<file path="src/rtl/mscp_pkg.sv">
// Package with constants and types for the manual scan control panel.
package mscp_pkg;

	// ------------------------------------------------------------
	// Sizes
	// ------------------------------------------------------------
	localparam int unsigned NUM_ROWS = 6;
	localparam int unsigned NUM_EXTRA = 3;
	localparam int unsigned NUM_PARAMS = 16;
	localparam int unsigned VAL_W = 24;
	localparam int unsigned PIDX_W = 4;
	localparam int unsigned ADDR_W = 4;
	localparam int unsigned DATA_W = 32;

	// ------------------------------------------------------------
	// Register map
	// ------------------------------------------------------------
	localparam logic [ADDR_W-1:0] REG_CTRL = 4'h0;
	localparam logic [ADDR_W-1:0] REG_STATUS = 4'h1;
	localparam logic [ADDR_W-1:0] REG_AUX_SEL = 4'h2;
	localparam logic [ADDR_W-1:0] REG_BASE_STEP = 4'h3;
	localparam logic [ADDR_W-1:0] REG_PARAM_IDX = 4'h4;
	localparam logic [ADDR_W-1:0] REG_PARAM_DATA = 4'h5;
	localparam logic [ADDR_W-1:0] REG_VERSION = 4'hF;

	// Field positions.
	localparam int unsigned CTRL_LOCKOUT_BIT = 0;
	localparam int unsigned AUX_A_LSB = 0;
	localparam int unsigned AUX_B_LSB = 8;

	// Reset values.
	localparam logic [PIDX_W-1:0] AUX_A_RESET = 4'hC;
	localparam logic [PIDX_W-1:0] AUX_B_RESET = 4'hD;
	localparam logic [VAL_W-1:0] BASE_STEP_RESET = 24'h002710;
	// Arbitrary value identifying this design revision.
	localparam logic [DATA_W-1:0] VERSION_VALUE = 32'h0000_0101;

	// Scaling divisors applied to the base step.
	localparam logic [VAL_W-1:0] DIV_TENTH = 24'h00000A;
	localparam logic [VAL_W-1:0] DIV_HUNDREDTH = 24'h000064;

	// ------------------------------------------------------------
	// Timing
	// ------------------------------------------------------------
	localparam int unsigned CLK_HZ = 20000000;
	localparam int unsigned DEBOUNCE_MS = 5;
	localparam int unsigned DEBOUNCE_CYC = CLK_HZ / 1000 * DEBOUNCE_MS;
	localparam int unsigned DOUBLE_MS = 500;
	localparam int unsigned DOUBLE_CYC = CLK_HZ / 1000 * DOUBLE_MS;

	// ------------------------------------------------------------
	// Types
	// ------------------------------------------------------------
	typedef enum logic [2:0] {
		MSCP_SENS_UNITY = 3'b001,
		MSCP_SENS_TENTH = 3'b010,
		MSCP_SENS_HUNDREDTH = 3'b100
	} mscp_sens_type;

	typedef enum logic [2:0] {
		MSCP_TOG_IDLE = 3'b001,
		MSCP_TOG_ONE_DOWN = 3'b010,
		MSCP_TOG_DONE = 3'b100
	} mscp_tog_type;

	typedef struct packed {
		logic start;
		logic pause;
		logic stop;
	} mscp_cmd_type;

	typedef struct packed {
		logic [ADDR_W-1:0] addr;
		logic [DATA_W-1:0] wdata;
		logic wr;
		logic rd;
	} mscp_bus_type;

endpackage : mscp_pkg

</file>
<file path="src/rtl/mscp_param_mem.sv">
// Small parameter memory with one registered read port and one write port.
`timescale 1ns/1ns
`default_nettype none

module mscp_param_mem (
	// Clock
	input wire logic clk,
	// Write port
	input wire logic we,
	input wire logic [mscp_pkg::PIDX_W-1:0] waddr,
	input wire logic [mscp_pkg::VAL_W-1:0] wdata,
	// Read port
	input wire logic [mscp_pkg::PIDX_W-1:0] raddr,
	output logic [mscp_pkg::VAL_W-1:0] rdata
);

	logic [mscp_pkg::VAL_W-1:0] mem [mscp_pkg::NUM_PARAMS];

	always_ff @(posedge clk) begin
		if (we) begin
			mem[waddr] <= wdata;
		end
		rdata <= mem[raddr];
	end

endmodule : mscp_param_mem

`default_nettype wire

</file>
<file path="src/rtl/mscp_panel.sv">
// Top of the manual scan control panel logic.
`timescale 1ns/1ns
`default_nettype none

// Overview of operation
// - While the lock switch is locked, knob and button inputs change no parameter, but displays still show values.
// - Once unlocked, and with the software lockout clear, knob turns and sensitivity presses take effect again.
// - Six displays each show either their knob's value or one extra value stepped by the row button.
// - Each row lights the selection LED of the value currently shown.
// - Pressing or turning a knob switches its display straight back to that knob's value.
// - Each sensitivity press cycles the knob scale through unity, one tenth and one hundredth.
// - Sensitivity LEDs are dark at unity and light the tenth or hundredth LED when that is active.
// - One upward scan toggle issues a scan start.
// - One downward scan toggle issues a scan pause.
// - Two downward scan toggles in a row issue a scan stop.
// - The feedback toggle decodes the same way: up enables, one down pauses, two downs retract.
// - Emergency stop switches off scan and feedback at once, over every other input.
// - The two auxiliary knobs act on parameters chosen by software in a register.
module mscp_panel (
	// Clock and reset
	input wire logic MCLK,
	input wire logic RST_N,
	// Panel inputs (asynchronous)
	input wire logic LOCK_SW,
	input wire logic [7:0] KNOB_STEP,
	input wire logic [7:0] KNOB_DIR,
	input wire logic [7:0] KNOB_PUSH,
	input wire logic [7:0] SENS_BTN,
	input wire logic [5:0] SEL_BTN,
	input wire logic SCAN_UP,
	input wire logic SCAN_DOWN,
	input wire logic FB_UP,
	input wire logic FB_DOWN,
	input wire logic ESTOP,
	// Register port
	input wire logic [mscp_pkg::ADDR_W-1:0] REG_ADDR,
	input wire logic [mscp_pkg::DATA_W-1:0] REG_WDATA,
	input wire logic REG_WR,
	input wire logic REG_RD,
	output logic [mscp_pkg::DATA_W-1:0] REG_RDATA,
	// Displays and LEDs
	output logic [5:0] DISP_ROW,
	output logic [mscp_pkg::VAL_W-1:0] DISP_VALUE,
	output logic [23:0] SEL_LED,
	output logic [15:0] SENS_LED,
	// Commands to scan engine and feedback loop
	output logic SCAN_START,
	output logic SCAN_PAUSE,
	output logic SCAN_STOP,
	output logic FB_ENABLE,
	output logic FB_PAUSE,
	output logic FB_RETRACT
);

	// ------------------------------------------------------------
	// Input synchronisers
	// ------------------------------------------------------------
	localparam int unsigned NIN = 44;
	logic [NIN-1:0] raw_in;
	logic [NIN-1:0] sync1_r;
	logic [NIN-1:0] sync2_r;
	logic [NIN-1:0] prev_r;
	logic [NIN-1:0] rise;

	assign raw_in = {LOCK_SW, ESTOP, FB_DOWN, FB_UP, SCAN_DOWN, SCAN_UP,
		SEL_BTN, SENS_BTN, KNOB_PUSH, KNOB_DIR, KNOB_STEP};

	always_ff @(posedge MCLK or negedge RST_N) begin
		if (!RST_N) begin
			sync1_r <= '0;
			sync2_r <= '0;
			prev_r <= '0;
		end else begin
			sync1_r <= raw_in;
			sync2_r <= sync1_r;
			prev_r <= sync2_r;
		end
	end

	assign rise = sync2_r & ~prev_r;

	logic locked;
	logic [7:0] k_step;
	logic [7:0] k_dir;
	logic [7:0] k_push;
	logic [7:0] k_sens;
	logic [5:0] k_sel;
	assign k_step = rise[7:0];
	assign k_dir = sync2_r[15:8];
	assign k_push = rise[23:16];
	assign k_sens = rise[31:24];
	assign k_sel = rise[37:32];
	assign locked = sync2_r[43];

	// ------------------------------------------------------------
	// Software registers
	// ------------------------------------------------------------
	logic [mscp_pkg::PIDX_W-1:0] aux_a_r;
	logic [mscp_pkg::PIDX_W-1:0] aux_b_r;
	logic [mscp_pkg::VAL_W-1:0] base_step_r;
	logic lockout_r;
	logic [mscp_pkg::PIDX_W-1:0] pidx_r;
	logic sw_wr;

	always_ff @(posedge MCLK or negedge RST_N) begin
		if (!RST_N) begin
			aux_a_r <= mscp_pkg::AUX_A_RESET;
			aux_b_r <= mscp_pkg::AUX_B_RESET;
			base_step_r <= mscp_pkg::BASE_STEP_RESET;
			lockout_r <= 1'b0;
			pidx_r <= '0;
		end else if (REG_WR) begin
			if (REG_ADDR == mscp_pkg::REG_CTRL) begin
				lockout_r <= REG_WDATA[mscp_pkg::CTRL_LOCKOUT_BIT];
			end else if (REG_ADDR == mscp_pkg::REG_AUX_SEL) begin
				aux_a_r <= REG_WDATA[mscp_pkg::AUX_A_LSB +: mscp_pkg::PIDX_W];
				aux_b_r <= REG_WDATA[mscp_pkg::AUX_B_LSB +: mscp_pkg::PIDX_W];
			end else if (REG_ADDR == mscp_pkg::REG_BASE_STEP) begin
				base_step_r <= REG_WDATA[mscp_pkg::VAL_W-1:0];
			end else if (REG_ADDR == mscp_pkg::REG_PARAM_IDX) begin
				pidx_r <= REG_WDATA[mscp_pkg::PIDX_W-1:0];
			end
		end
	end

	assign sw_wr = REG_WR && (REG_ADDR == mscp_pkg::REG_PARAM_DATA);

	// Lock switch or software lockout both freeze knob and sensitivity edits; REG_PARAM_DATA writes still go through.
	logic edit_ok;
	assign edit_ok = !locked && !lockout_r;

	// ------------------------------------------------------------
	// Sensitivity per knob
	// ------------------------------------------------------------
	mscp_pkg::mscp_sens_type sens_r [8];

	always_ff @(posedge MCLK or negedge RST_N) begin
		if (!RST_N) begin
			for (int i = 0; i < 8; i++) begin
				sens_r[i] <= mscp_pkg::MSCP_SENS_UNITY;
			end
		end else if (edit_ok) begin
			for (int i = 0; i < 8; i++) begin
				if (k_sens[i]) begin
					case (sens_r[i])
						mscp_pkg::MSCP_SENS_UNITY: sens_r[i] <= mscp_pkg::MSCP_SENS_TENTH;
						mscp_pkg::MSCP_SENS_TENTH: sens_r[i] <= mscp_pkg::MSCP_SENS_HUNDREDTH;
						default: sens_r[i] <= mscp_pkg::MSCP_SENS_UNITY;
					endcase
				end
			end
		end
	end

	always_ff @(posedge MCLK or negedge RST_N) begin
		if (!RST_N) begin
			SENS_LED <= '0;
		end else begin
			for (int i = 0; i < 8; i++) begin
				SENS_LED[2*i] <= sens_r[i] == mscp_pkg::MSCP_SENS_TENTH;
				SENS_LED[2*i+1] <= sens_r[i] == mscp_pkg::MSCP_SENS_HUNDREDTH;
			end
		end
	end

	// ------------------------------------------------------------
	// Knob detent arbitration and step computation
	// ------------------------------------------------------------
	// Scaled steps are precomputed so one detent costs no divider.
	logic [mscp_pkg::VAL_W-1:0] step_tenth_r;
	logic [mscp_pkg::VAL_W-1:0] step_hund_r;

	always_ff @(posedge MCLK or negedge RST_N) begin
		if (!RST_N) begin
			step_tenth_r <= '0;
			step_hund_r <= '0;
		end else begin
			step_tenth_r <= base_step_r / mscp_pkg::DIV_TENTH;
			step_hund_r <= base_step_r / mscp_pkg::DIV_HUNDREDTH;
		end
	end

	// Knob i of 0..5 targets parameter i, knobs 6 and 7 follow the aux map.
	logic [2:0] act_knob;
	logic act_valid;
	logic [mscp_pkg::VAL_W-1:0] act_step;
	logic [mscp_pkg::PIDX_W-1:0] act_target;

	always_comb begin
		act_knob = 3'h0;
		act_valid = 1'b0;
		for (int i = 7; i >= 0; i--) begin
			if (k_step[i]) begin
				act_knob = 3'(i);
				act_valid = 1'b1;
			end
		end
		case (sens_r[act_knob])
			mscp_pkg::MSCP_SENS_TENTH: act_step = step_tenth_r;
			mscp_pkg::MSCP_SENS_HUNDREDTH: act_step = step_hund_r;
			default: act_step = base_step_r;
		endcase
		if (act_knob == 3'h6) begin
			act_target = aux_a_r;
		end else if (act_knob == 3'h7) begin
			act_target = aux_b_r;
		end else begin
			act_target = {1'b0, act_knob};
		end
	end

	// Read-modify-write pipeline: stage 1 reads, stage 2 writes.
	logic upd_r;
	logic rd_req;
	logic upd_dir_r;
	logic [mscp_pkg::VAL_W-1:0] upd_step_r;
	logic [mscp_pkg::PIDX_W-1:0] upd_tgt_r;
	logic [mscp_pkg::VAL_W-1:0] mem_rdata;
	logic [mscp_pkg::PIDX_W-1:0] mem_raddr;
	logic mem_we;
	logic [mscp_pkg::PIDX_W-1:0] mem_waddr;
	logic [mscp_pkg::VAL_W-1:0] mem_wdata;
	assign rd_req = act_valid && edit_ok && !upd_r;

	always_ff @(posedge MCLK or negedge RST_N) begin
		if (!RST_N) begin
			upd_r <= 1'b0;
			upd_dir_r <= 1'b0;
			upd_step_r <= '0;
			upd_tgt_r <= '0;
		end else begin
			upd_r <= rd_req;
			upd_dir_r <= k_dir[act_knob];
			upd_step_r <= act_step;
			upd_tgt_r <= act_target;
		end
	end

	// A detent arriving while an update is in flight is dropped; detents
	// come milliseconds apart, so this trades nothing in practice.
	always_comb begin
		mem_we = 1'b0;
		mem_waddr = upd_tgt_r;
		mem_wdata = mem_rdata;
		if (upd_r) begin
			mem_we = 1'b1;
			if (upd_dir_r) begin
				mem_wdata = mem_rdata + upd_step_r;
			end else begin
				mem_wdata = mem_rdata - upd_step_r;
			end
		end else if (sw_wr) begin
			mem_we = 1'b1;
			mem_waddr = pidx_r;
			mem_wdata = REG_WDATA[mscp_pkg::VAL_W-1:0];
		end
	end

	// ------------------------------------------------------------
	// Display selection per row
	// ------------------------------------------------------------
	logic [1:0] extra_r [6];
	logic [1:0] show_r [6];
	logic [2:0] scan_row_r;

	always_ff @(posedge MCLK or negedge RST_N) begin
		if (!RST_N) begin
			for (int i = 0; i < 6; i++) begin
				extra_r[i] <= 2'h0;
				show_r[i] <= 2'h0;
			end
		end else begin
			for (int i = 0; i < 6; i++) begin
				if (k_push[i] || k_step[i]) begin
					show_r[i] <= 2'h0;
				end else if (k_sel[i]) begin
					// Display choice is not a parameter, so it works while locked.
					if (show_r[i] == 2'h0) begin
						show_r[i] <= extra_r[i] + 2'h1;
					end else begin
						extra_r[i] <= (extra_r[i] == 2'(mscp_pkg::NUM_EXTRA - 1)) ?
							2'h0 : extra_r[i] + 2'h1;
						show_r[i] <= (extra_r[i] == 2'(mscp_pkg::NUM_EXTRA - 1)) ?
							2'h1 : extra_r[i] + 2'h2;
					end
				end
			end
		end
	end

	// Rows are multiplexed one per cycle; row i extra n reads entry i+6n,
	// which wraps in the 16-entry store, so high extras alias other entries.
	always_comb begin
		if (rd_req) begin
			mem_raddr = act_target;
		end else if (scan_row_r < 3'h6) begin
			mem_raddr = {1'b0, scan_row_r} + 4'(show_r[scan_row_r]) * 4'h6;
		end else begin
			mem_raddr = pidx_r;
		end
	end

	mscp_param_mem i_mscp_param_mem (
		.clk(MCLK),
		.we(mem_we),
		.waddr(mem_waddr),
		.wdata(mem_wdata),
		.raddr(mem_raddr),
		.rdata(mem_rdata)
	);

	logic [2:0] row_d_r;
	logic row_ok_r;

	always_ff @(posedge MCLK or negedge RST_N) begin
		if (!RST_N) begin
			scan_row_r <= 3'h0;
			row_d_r <= 3'h0;
			row_ok_r <= 1'b0;
			DISP_ROW <= '0;
			DISP_VALUE <= '0;
			SEL_LED <= '0;
		end else begin
			scan_row_r <= (scan_row_r == 3'h6) ? 3'h0 : scan_row_r + 3'h1;
			row_d_r <= scan_row_r;
			row_ok_r <= !rd_req && scan_row_r < 3'h6;
			if (row_ok_r) begin
				DISP_ROW <= 6'h01 << row_d_r;
				DISP_VALUE <= mem_rdata;
			end
			for (int i = 0; i < 6; i++) begin
				SEL_LED[4*i +: 4] <= 4'h1 << show_r[i];
			end
		end
	end

	// ------------------------------------------------------------
	// Scan and feedback toggle decoding
	// ------------------------------------------------------------
	mscp_pkg::mscp_cmd_type scan_cmd;
	mscp_pkg::mscp_cmd_type fb_cmd;
	logic estop;
	assign estop = sync2_r[42];

	mscp_pkg::mscp_tog_type scan_st_r;
	mscp_pkg::mscp_tog_type fb_st_r;
	logic [23:0] scan_tmr_r;
	logic [23:0] fb_tmr_r;

	// Toggle decoding is shared by both switches, so it lives in a function.
	function automatic mscp_pkg::mscp_cmd_type tog_cmd(
		input mscp_pkg::mscp_tog_type st, input logic up, input logic dn);
		tog_cmd = '0;
		if (up) begin
			tog_cmd.start = 1'b1;
		end else if (dn && st == mscp_pkg::MSCP_TOG_ONE_DOWN) begin
			tog_cmd.stop = 1'b1;
		end else if (dn) begin
			tog_cmd.pause = 1'b1;
		end
	endfunction : tog_cmd

	assign scan_cmd = tog_cmd(scan_st_r, rise[38], rise[39]);
	assign fb_cmd = tog_cmd(fb_st_r, rise[40], rise[41]);

	always_ff @(posedge MCLK or negedge RST_N) begin
		if (!RST_N) begin
			scan_st_r <= mscp_pkg::MSCP_TOG_IDLE;
			scan_tmr_r <= '0;
		end else begin
			scan_tmr_r <= (scan_tmr_r != '0) ? scan_tmr_r - 24'h1 : 24'h0;
			case (scan_st_r)
				mscp_pkg::MSCP_TOG_IDLE: begin
					if (scan_cmd.pause) begin
						scan_st_r <= mscp_pkg::MSCP_TOG_ONE_DOWN;
						scan_tmr_r <= 24'(mscp_pkg::DOUBLE_CYC);
					end
				end
				mscp_pkg::MSCP_TOG_ONE_DOWN: begin
					if (scan_cmd.stop || scan_cmd.start || scan_tmr_r == '0) begin
						scan_st_r <= mscp_pkg::MSCP_TOG_IDLE;
					end
				end
				default: scan_st_r <= mscp_pkg::MSCP_TOG_IDLE;
			endcase
		end
	end

	always_ff @(posedge MCLK or negedge RST_N) begin
		if (!RST_N) begin
			fb_st_r <= mscp_pkg::MSCP_TOG_IDLE;
			fb_tmr_r <= '0;
		end else begin
			fb_tmr_r <= (fb_tmr_r != '0) ? fb_tmr_r - 24'h1 : 24'h0;
			case (fb_st_r)
				mscp_pkg::MSCP_TOG_IDLE: begin
					if (fb_cmd.pause) begin
						fb_st_r <= mscp_pkg::MSCP_TOG_ONE_DOWN;
						fb_tmr_r <= 24'(mscp_pkg::DOUBLE_CYC);
					end
				end
				mscp_pkg::MSCP_TOG_ONE_DOWN: begin
					if (fb_cmd.stop || fb_cmd.start || fb_tmr_r == '0) begin
						fb_st_r <= mscp_pkg::MSCP_TOG_IDLE;
					end
				end
				default: fb_st_r <= mscp_pkg::MSCP_TOG_IDLE;
			endcase
		end
	end

	// Emergency stop overrides everything, including the lock.
	always_ff @(posedge MCLK or negedge RST_N) begin
		if (!RST_N) begin
			SCAN_START <= 1'b0;
			SCAN_PAUSE <= 1'b0;
			SCAN_STOP <= 1'b0;
			FB_ENABLE <= 1'b0;
			FB_PAUSE <= 1'b0;
			FB_RETRACT <= 1'b0;
		end else if (estop) begin
			SCAN_START <= 1'b0;
			SCAN_PAUSE <= 1'b0;
			SCAN_STOP <= 1'b1;
			FB_ENABLE <= 1'b0;
			FB_PAUSE <= 1'b0;
			FB_RETRACT <= 1'b1;
		end else begin
			SCAN_START <= scan_cmd.start;
			SCAN_PAUSE <= scan_cmd.pause;
			SCAN_STOP <= scan_cmd.stop;
			if (fb_cmd.start) begin
				FB_ENABLE <= 1'b1;
			end else if (fb_cmd.stop) begin
				FB_ENABLE <= 1'b0;
			end
			FB_PAUSE <= fb_cmd.pause;
			FB_RETRACT <= fb_cmd.stop;
		end
	end

	// ------------------------------------------------------------
	// Register read
	// ------------------------------------------------------------
	always_ff @(posedge MCLK or negedge RST_N) begin
		if (!RST_N) begin
			REG_RDATA <= '0;
		end else if (REG_RD) begin
			if (REG_ADDR == mscp_pkg::REG_CTRL) begin
				REG_RDATA <= {31'h0, lockout_r};
			end else if (REG_ADDR == mscp_pkg::REG_STATUS) begin
				REG_RDATA <= {26'h0, FB_ENABLE, estop, !edit_ok, locked,
					fb_st_r == mscp_pkg::MSCP_TOG_ONE_DOWN,
					scan_st_r == mscp_pkg::MSCP_TOG_ONE_DOWN};
			end else if (REG_ADDR == mscp_pkg::REG_AUX_SEL) begin
				REG_RDATA <= {20'h0, aux_b_r, 4'h0, aux_a_r};
			end else if (REG_ADDR == mscp_pkg::REG_BASE_STEP) begin
				REG_RDATA <= {8'h0, base_step_r};
			end else if (REG_ADDR == mscp_pkg::REG_PARAM_IDX) begin
				REG_RDATA <= {28'h0, pidx_r};
			end else if (REG_ADDR == mscp_pkg::REG_VERSION) begin
				REG_RDATA <= mscp_pkg::VERSION_VALUE;
			end else begin
				REG_RDATA <= '0;
			end
		end else begin
			REG_RDATA <= '0;
		end
	end

endmodule : mscp_panel

`default_nettype wire

</file>
<file path="config.mk">
export PLATFORM = sky130hd
export DESIGN_NAME = mscp_panel
export DESIGN_NICKNAME = d
export VERILOG_FILES = /design/src/rtl/mscp_pkg.sv /design/src/rtl/mscp_param_mem.sv /design/src/rtl/mscp_panel.sv
export SDC_FILE = /design/constraint.sdc
export NUM_CORES = 1
export LEC_CHECK = 0
export ABC_AREA = 1
export BUFFER_PORTS_ARGS = -buffer_cell sky130_fd_sc_hd__buf_4
export CORE_MARGIN = 2
export CORE_UTILIZATION = 58
export DETAILED_ROUTE_END_ITERATION = 7
export GPL_TIMING_DRIVEN = 0
export PLACE_DENSITY = 0.76
export SLEW_MARGIN = 10
export SYNTH_ARGS = -nofsm -noshare
export SYNTH_HDL_FRONTEND = slang
export SYNTH_SLANG_ARGS = --single-unit
export TNS_END_PERCENT = 5
</file>
<file path="constraint.sdc">
create_clock -name MCLK -period 16.1 [get_ports MCLK]
set_input_delay 0.805 -clock MCLK [delete_from_list [all_inputs] [get_ports MCLK]]
set_output_delay 0.805 -clock MCLK [all_outputs]
set_load 0.01 [all_outputs]
</file>
After elaboration in Yosys (flattened, before gate mapping) --
Memories as Yosys holds them, arrays and structs flattened. A register that Yosys moved wholly into a read port is not among the register bits. Index checks and enable logic that the tools add are counted.
Cells by class: add/subtract/negate cells 18, multiply operators 1, divide/modulo/power cells 2, $lt $le $gt $ge 4, eq/ne operators 49, shift-type cells 7, muxes and demuxes 114, bitwise logic cells 19, reductions and logical operators 60
Operators with widths (number):
- 24-bit two-way mux | 13
- 2-bit two-way mux | 34
- 3-bit one-hot mux with 2 select lines | 10
- 24-bit zero test | 2
- 24-bit one-hot mux with 2 select lines | 1
- 24-bit nonzero test | 2
- 24-bit by 1-bit subtractor with 24-bit output, second input constant | 2
- 3-bit two-way mux | 15
- 42-bit bitwise AND | 1
- 42-bit inverter | 1
- 3-bit equality test, second input constant | 12
- 3-bit by 2-bit equality test with 1-bit output, second input constant | 11
- 32-bit two-way mux | 1
- 3-bit by 1-bit equality test with 1-bit output, second input constant | 10
- 1-bit two-way mux | 29
- 24-bit adder | 1
- 24-bit by 4-bit divider with 24-bit output, second input constant | 1
- 24-bit by 7-bit divider with 24-bit output, second input constant | 1
- 4-bit two-way mux | 6
- 1-bit by 2-bit << shifter with 4-bit output, first input constant | 6
- 24-bit subtractor | 1
- 2-bit AND reduction | 11
- 3-bit AND reduction | 7
- 9-bit two-way mux | 2
- other kinds (30) | 94
Storage, ports and cells: flip-flop bits (word level) 462, latch bits 0, memory bits (writable) 384, memory bits (read-only) 0, output and inout bits 108, word-level logic and storage cells 327, memories kept 1
Memory list:
- i_mscp_param_mem.mem | depth 16, width 24, read ports 1, clocked after memory_dff 1, write ports 1, line mscp_param_mem.sv:17 | logic [mscp_pkg::VAL_W-1:0] mem [mscp_pkg::NUM_PARAMS];

Depth between registers and ports, before layout --
Gate-level depths: netlist of the first run.
word-level depth 16, mapped depth 94, mapped depth without buffers 94

By module --
From an unflattened synthesis of the first run, not the netlist that was laid out.
Unflattened totals: cells, all modules 4242, area, all modules 39545.4 um2
Modules (own cells, without submodules):
- mscp_panel | times used 1, cells an instance 2645, area each 22594.2 um2, seq. area each 10760.3 um2
- mscp_param_mem | times used 1, cells an instance 1597, area each 16951.3 um2, seq. area each 12011.5 um2

Least setup slack after synthesis of the first run --
OpenSTA, ideal clock, no wires.
path kind register -> register, start reg base_step_r[20] (netlist name), end reg step_hund_r[0] (netlist name), data arrival time 7.124 ns, data required time 15.983 ns, path slack 8.859 ns, cell stages (with the launch flop) 73, path buffers 1, period minus slack after synthesis 7.241 ns, path through dfrtp_1 -> buf_6 -> clkinv_4 -> nand2_1 -> nand3_2 -> nand4_2 -> nand2_2 -> nand3_1 -> nand2_4 -> nand2_2 -> nand3_2 -> nand3_4 -> nand2_1 -> nand2_2 -> nor2_2 -> nand2_2 -> nand3_1 -> nand2_2 -> [37 not listed] -> nand2_2 -> nand3_2 -> nand2_4 -> nand2_4 -> nand2_2 -> nand2_2 -> nor2_4 -> nand2_4 -> nand2_4 -> nand2_1 -> nand2_2 -> inv_1 -> nand2_1 -> nand2_1 -> nand2_1 -> inv_1 -> nor2_1 -> nor2_1
On the way: word-level cells in the longest chain between the ends 1
RTL lines:
- start, declared | line mscp_panel.sv:100 | logic [mscp_pkg::VAL_W-1:0] base_step_r;
- start signal, assigned | line mscp_panel.sv:109 | base_step_r <= mscp_pkg::BASE_STEP_RESET;
- start signal, assigned | line mscp_panel.sv:119 | base_step_r <= REG_WDATA[mscp_pkg::VAL_W-1:0];
- 24-bit by 7-bit divider with 24-bit output | line mscp_panel.sv:179 | step_hund_r <= base_step_r / mscp_pkg::DIV_HUNDREDTH;
- end signal, assigned | line mscp_panel.sv:179
- end, declared | line mscp_panel.sv:171 | logic [mscp_pkg::VAL_W-1:0] step_hund_r;
Every way passes these cells. A chain may end at the register's enable or synchronous reset.

Worst setup path after layout of the first run --
start reg base_step_r[23] (netlist name), end reg step_hund_r[0] (netlist name)
The elaborated chain is that of the path after synthesis.

==> results.toml, run 1 <==
[status]
status = "complete, no violations"

[job]
drv_cap = 0

[clock_network]
clk_pin_slew_ns = 0.06
cts_root_buf = "clkbuf_16"
clkSinkCount = 837
clk_latency_ns = 0.66
post_cts_buffers = 0
htree_levels = 3
cts_buffers = 85
cts_resized = 0
cts.path.max_buffers = 3
cts_hold_buf = 0
tritoncts = "done"

[place]
dp.cells = 4965
place_hpwl_mm = 71.6
gp_congestion = 0.917
dpl_cell_area_um2 = 41300
portBuffers = 173

[timing]
period_share = 0.519
fin_skew_ns = 0.0255
hold_ws_ns = 0.0199
tightest_slew_ns = 1.28
finalHoldViolations = 0
finalSetupTns_ns = 0
report.final.setup_viol = 0
max_freq_mhz = 120
finalCriticalPeriod_ns = 8.36
slew_headroom = 0.142
rsz0062_at_grt = "no"
slew_viol_final = 0

[die]
io-pin-count = 192
core-area_um2 = 65500
die-area_um2 = 68000
fp.dieH_um = 261
die_w_um = 261
rows = 94
start_util = 0.584

[detailed_routing]
vias_per_cell = 5.71
wl_per_cell_um = 19.8
drt-total-wl_mm = 101
drt_iter0_drc = 3137
firstDrtPassIters = 7
drtAntennaViolNets = 0
vias = 29269
drc = 0

[logic_synthesis]
synthArstFlopShare = 0.513
synth_top_cell_by_area = "edfxtp_1"
yosysTopAreaCellShare = 0.302
yosys_warnings = 0
synth_area_per_cell_um2 = 9.81
synth_top_cells_by_area = "edfxtp_1, dfrtp_1, nand2_1, inv_1, o21ai_0"
syn_inst = 3898
synth-main-ff-cell = "dfrtp_1"
synth_seq_cells = 837
synth_cell_type_count = 67
syn-cell-area_um2 = 38200
synth_edf_count = 384
yosysSeqAreaShare = 0.596

[final_layout]
area_growth_pct = 15.7
nets = 4328
n_antenna_cell = 0
n_fill_cell = 4891
finish.instance_area_um2 = 44200
drive_gt1_frac = 0.151
final_cell_mix = "nand2_1, inv_1, dfrtp_1"
stdcell_count = 5130
final_common_cell = "nand2_1"

[critical_path]
cp_max_fo = 9
endpoint_kind = "flop"
crit_slowest_cell = "dfrtp_1"
startpoint = "base_step_r[23]$_DFFE_PN0P_"
cp.arrival_ns = 8.94
crit-reg2reg-launch = "base_step_r[23]$_DFFE_PN0P_"
max_stage_delay_ns = 0.50
criticalPathCategory = "reg2reg"
startpoint_type = "flop"
cpMostUsedCell = "nand2_4"
cp.required_ns = 16.68

[global_route]
grt_pass1_wl_mm = 155
grt-ovfl-total = 0
grt_use_total = 0.299
antenna_found_initial = 11
grt_pass1_vias = 27515
grt_start_max_net_pins = 116

[worst_hold_path]
holdCritPathClass = "in2async"
[worst paths after layout]
| check | end | slack (ns) | depth (start not counted) |
|---|---|---|---|
| max in group asynchronous | SEL_LED[12]$_DFF_PN0_ | 14.38 | 4 |
| worst max register to register | step_hund_r[0]$_DFF_PN0_ | 7.74 | 74 |
| worst max-delay path | step_hund_r[0]$_DFF_PN0_ | 7.74 | 74 |
| worst min register to register | sync2_r[5]$_DFF_PN0_ | 0.34 | 0 |
| worst min-delay path | sync1_r[41]$_DFF_PN0_ | 0.02 | 1 |
| min in group MCLK | sync1_r[28]$_DFF_PN0_ | 0.25 | 1 |
[critical path: cells and delay by family (launching register included)]
| family | cells | cell delay, ns |
|---|---|---|
| AND/OR/NAND/NOR | 64 | 6.53 |
| AO/OA/AOI/OAI | 4 | 0.59 |
| buffers and inverters | 6 | 0.64 |
| flip-flops | 1 | 0.50 |
[synth_stat cells (9+ instances only)]
cell      instances
a21oi_1         208
buf_4            12
clkbuf_1        105
clkinv_1          9
dfrtp_1         409
dfstp_2          20
dfxtp_1          24
edfxtp_1        384
ha_1             46
inv_1           568
inv_2            28
mux2_2           31
nand2_1         659
nand2_2          84
nand2_4          32
nand3_1         223
nand3_2          24
nand4_1          35
nor2_1          255
nor2_4           11
nor3_1           69
o211ai_1         67
o21ai_0         290
o21ai_1          40
o221ai_1         52
o22ai_1          25
xnor2_1          26
xor2_1           50
[final cells by class]
type	instances	area [µm²]	area share
Sequential cell	837	22800	0.515
Multi-Input combinational cell	2327	12800	0.288
Clock buffer	113	2340	0.0530
Inverter	607	2290	0.0517
Timing Repair Buffer	204	1900	0.0430
Tap cell	864	1080	0.0244
Buffer	134	596	0.0135
Clock inverter	44	498	0.0113
[per-layer routing]
metal  GRT usage  up-vias  wire length (µm)
met5           0        -               103
li1            -    13609                 -
met3      0.0698      293             10600
met2       0.468     1480             46300
met1       0.408    13873             40300
met4       0.113       14              4150
[metrics by stage]
step | utilization | setup WS [ns]
finish | 0.675 | 7.74
global route | 0.675 | 6.62
CTS | 0.674 | 7.74
detailed placement | 0.631 | 7.77
global placement | 0.620 | 7.90
floorplan | - | 8.86
[cells by family after synthesis]
logic type | Yosys count | synth area share
multiplexers | 33 | 0.00965
XOR/XNOR | 78 | 0.0183
AO/OA/AOI/OAI | 731 | 0.110
adder cells (fa/ha/maj) | 48 | 0.0161
AND/OR/NAND/NOR | 1429 | 0.175
flip-flops | 837 | 0.596
other | 1 | 0.0000981
buffers and inverters | 741 | 0.0754
[registers in the layout, indices dropped and copies added (netlist names), 21 cells and up]
signal,count
i_mscp_param_mem.mem,384
sync1_r,42
sync2_r,42
prev_r,32
DISP_VALUE,24
REG_RDATA,24
SEL_LED,24
base_step_r,24
fb_tmr_r,24
i_mscp_param_mem.rdata,24
scan_tmr_r,24
sens_r,24
upd_step_r,24
step_tenth_r,21
Power of run 1 is not shown: default switching activity piles up to over one toggle a cycle in this logic, so the estimate is an artifact.
==> run 2, diff against run 1 <==
Settings changed: CORE_UTILIZATION 58 to 56, PLACE_DENSITY 0.76 to 0.77.
Clock period 16.1 ns to 7.2 ns, I/O delays scaled along.
==> run 2 against run 1 <==
Net effect: the flow now finishes with violations (setup timing); first-iteration DRC count is 9.4% higher; wire length rose by 6.6%; register-to-register slack got worse by 8.9 ns; clock skew rose by 0.034 ns; hold slack improved by 0.016 ns; design area up 5.5%; via count increased by 4.1%; sequential share of layout area shrank 2.7 points; count of clock-buffer cells in the layout increased by 8; non-clock buffer count grew 134; critical endpoint unchanged; highest routed layer unchanged.
==> results.toml, run 2 (synthesis results as in run 1) <==
[status]
status = "complete, but fails checks"
violations = "setup timing"

[final_layout]
drive_gt1_frac = 0.207
largest_reg_flops = 384
reg_top3 = "i_mscp_param_mem.mem (384), sync1_r (42), sync2_r (42)"
final_common_cell = "inv_1"
finish.instance_area_um2 = 46700
final_cell_mix = "inv_1, nand2_1, dfrtp_1"
n_antenna_cell = 0
nets = 4463
area_growth_pct = 22.1
regMostFlops = "i_mscp_param_mem.mem"

[global_route]
grt_use_total = 0.298
antenna_found_initial = 12
grt_pass1_wl_mm = 162
grt_pass1_vias = 29171
grt-ovfl-total = 0
grt_start_max_net_pins = 110

[critical_path]
crit_slowest_cell = "dfrtp_1"
path_depth = 77
r2r_slack_ns = -1.15
cp.required_ns = 7.73
path_buf_inv = 10
cp_max_fo = 7
endpoint_kind = "flop"
max_stage_delay_ns = 0.37
critPathTopFamily = "simple AND/OR/NAND/NOR gates"
cp.arrival_ns = 8.88
startpoint_type = "flop"
cpMostUsedCell = "nand2_4"
criticalPathCategory = "reg2reg"
reg2regPathDepth = 77

[worst_hold_path]
whs_path_depth = 3
holdCritPathClass = "in2reg"

[die]
die-area_um2 = 70400
fp.dieH_um = 265
io-pin-count = 192
die_w_um = 265
rows = 95
start_util = 0.567
core-area_um2 = 67400

[timing]
finalHoldViolations = 0
rsz0062_at_grt = "yes"
slew_headroom = 0.0681
slew_viol_final = 0
hold_ws_ns = 0.0357
finalCriticalPeriod_ns = 8.35
max_freq_mhz = 120
report.final.setup_viol = 8
fin_skew_ns = 0.0591
layout_setup_ws_ns = -1.15
tightest_slew_ns = 1.39
period_share = 1.16

[clock_network]
htree_levels = 3
clkSinkCount = 837
clk_pin_slew_ns = 0.06
cts_buffers = 85
clk_latency_ns = 0.66
tritoncts = "done"
cts.path.max_buffers = 3
cts_root_buf = "clkbuf_16"

[detailed_routing]
wl_per_cell_um = 20.5
drt-total-wl_mm = 108
drt_iter0_drc = 3433
firstDrtPassIters = 6
drc = 0
drtAntennaViolNets = 0
vias = 30460
vias_per_cell = 5.78

[job]
drv_cap = 0

[place]
gp_congestion = 0.920
place_hpwl_mm = 72.0
dpl_cell_area_um2 = 41300
portBuffers = 173
-- run 2: cell types whose count changed in the layout (fill, tap and decap cells not counted), sizes merged --
cell,change
dlygate4sd3,+44
bufinv,-2
inv,+5
clkinv,-8
clkinvlp,-4
buf,+89
nand2,+1
clkbuf,+9
-- run 2: worst min-delay path, stage by stage --
cell and delay [ns]:
buf_4 0.13, o21ai_0 0.07, a31oi_1 0.07
-- run 2: final cells by class --
| type | instances | area, µm² |
|---|---|---|
| Inverter | 607 | 2320 |
| Tap cell | 873 | 1090 |
| Clock buffer | 121 | 2430 |
| Sequential cell | 837 | 22800 |
| Clock inverter | 35 | 439 |
| Buffer | 134 | 599 |
| Timing Repair Buffer | 338 | 3020 |
| Multi-Input combinational cell | 2328 | 14000 |
| Fill cell | 4626 | 20700 |
-- run 2: path summary, 6_finish.rpt --
kind / from / to
max: base_step_r[20]$_DFFE_PN0P_ / step_hund_r[0]$_DFF_PN0_
min: REG_RD / REG_RDATA[0]$_DFF_PN0_
max reg2reg: base_step_r[20]$_DFFE_PN0P_ / step_hund_r[0]$_DFF_PN0_
min reg2reg: sync1_r[34]$_DFF_PN0_ / sync2_r[34]$_DFF_PN0_
max in group asynchronous: RST_N / extra_r[2]$_DFFE_PN0P_
min in group asynchronous: RST_N / fb_tmr_r[21]$_DFF_PN0_
-- run 2: repair_timing --
item,in CTS,in global routing
pin swaps,80,111
buffers inserted,57,33
gates cloned,1,0
endpoints found under the setup margin,8,25
hold endpoints to repair,115,0
gates resized for setup,114,197
hold buffers,44,0
-- run 2: layer usage --
| layer | up-vias | wire [µm] | track usage |
|---|---|---|---|
| li1 | 13895 | - | - |
| met1 | 14601 | 41200 | 0.391 |
| met2 | 1597 | 50000 | 0.479 |
| met3 | 355 | 11800 | 0.0721 |
| met4 | 12 | 5040 | 0.125 |
| met5 | - | 73 | 0 |
-- run 2: through the flow --
| step | setup TNS (ns) | worst slack [ns] | utilization | cells |
|---|---|---|---|---|
| floorplan | -0.0239 | -0.0239 | - | 3905 |
| global placement | -3.45 | -1.02 | 0.603 | 4951 |
| detailed placement | -4.95 | -1.20 | 0.613 | 4974 |
| CTS | -3.41 | -0.797 | 0.676 | 5232 |
| global route | -11.78 | -1.76 | 0.693 | 5273 |
| finish | -5.07 | -1.15 | 0.693 | 5273 |
Power of run 2 is left out for the same reason.
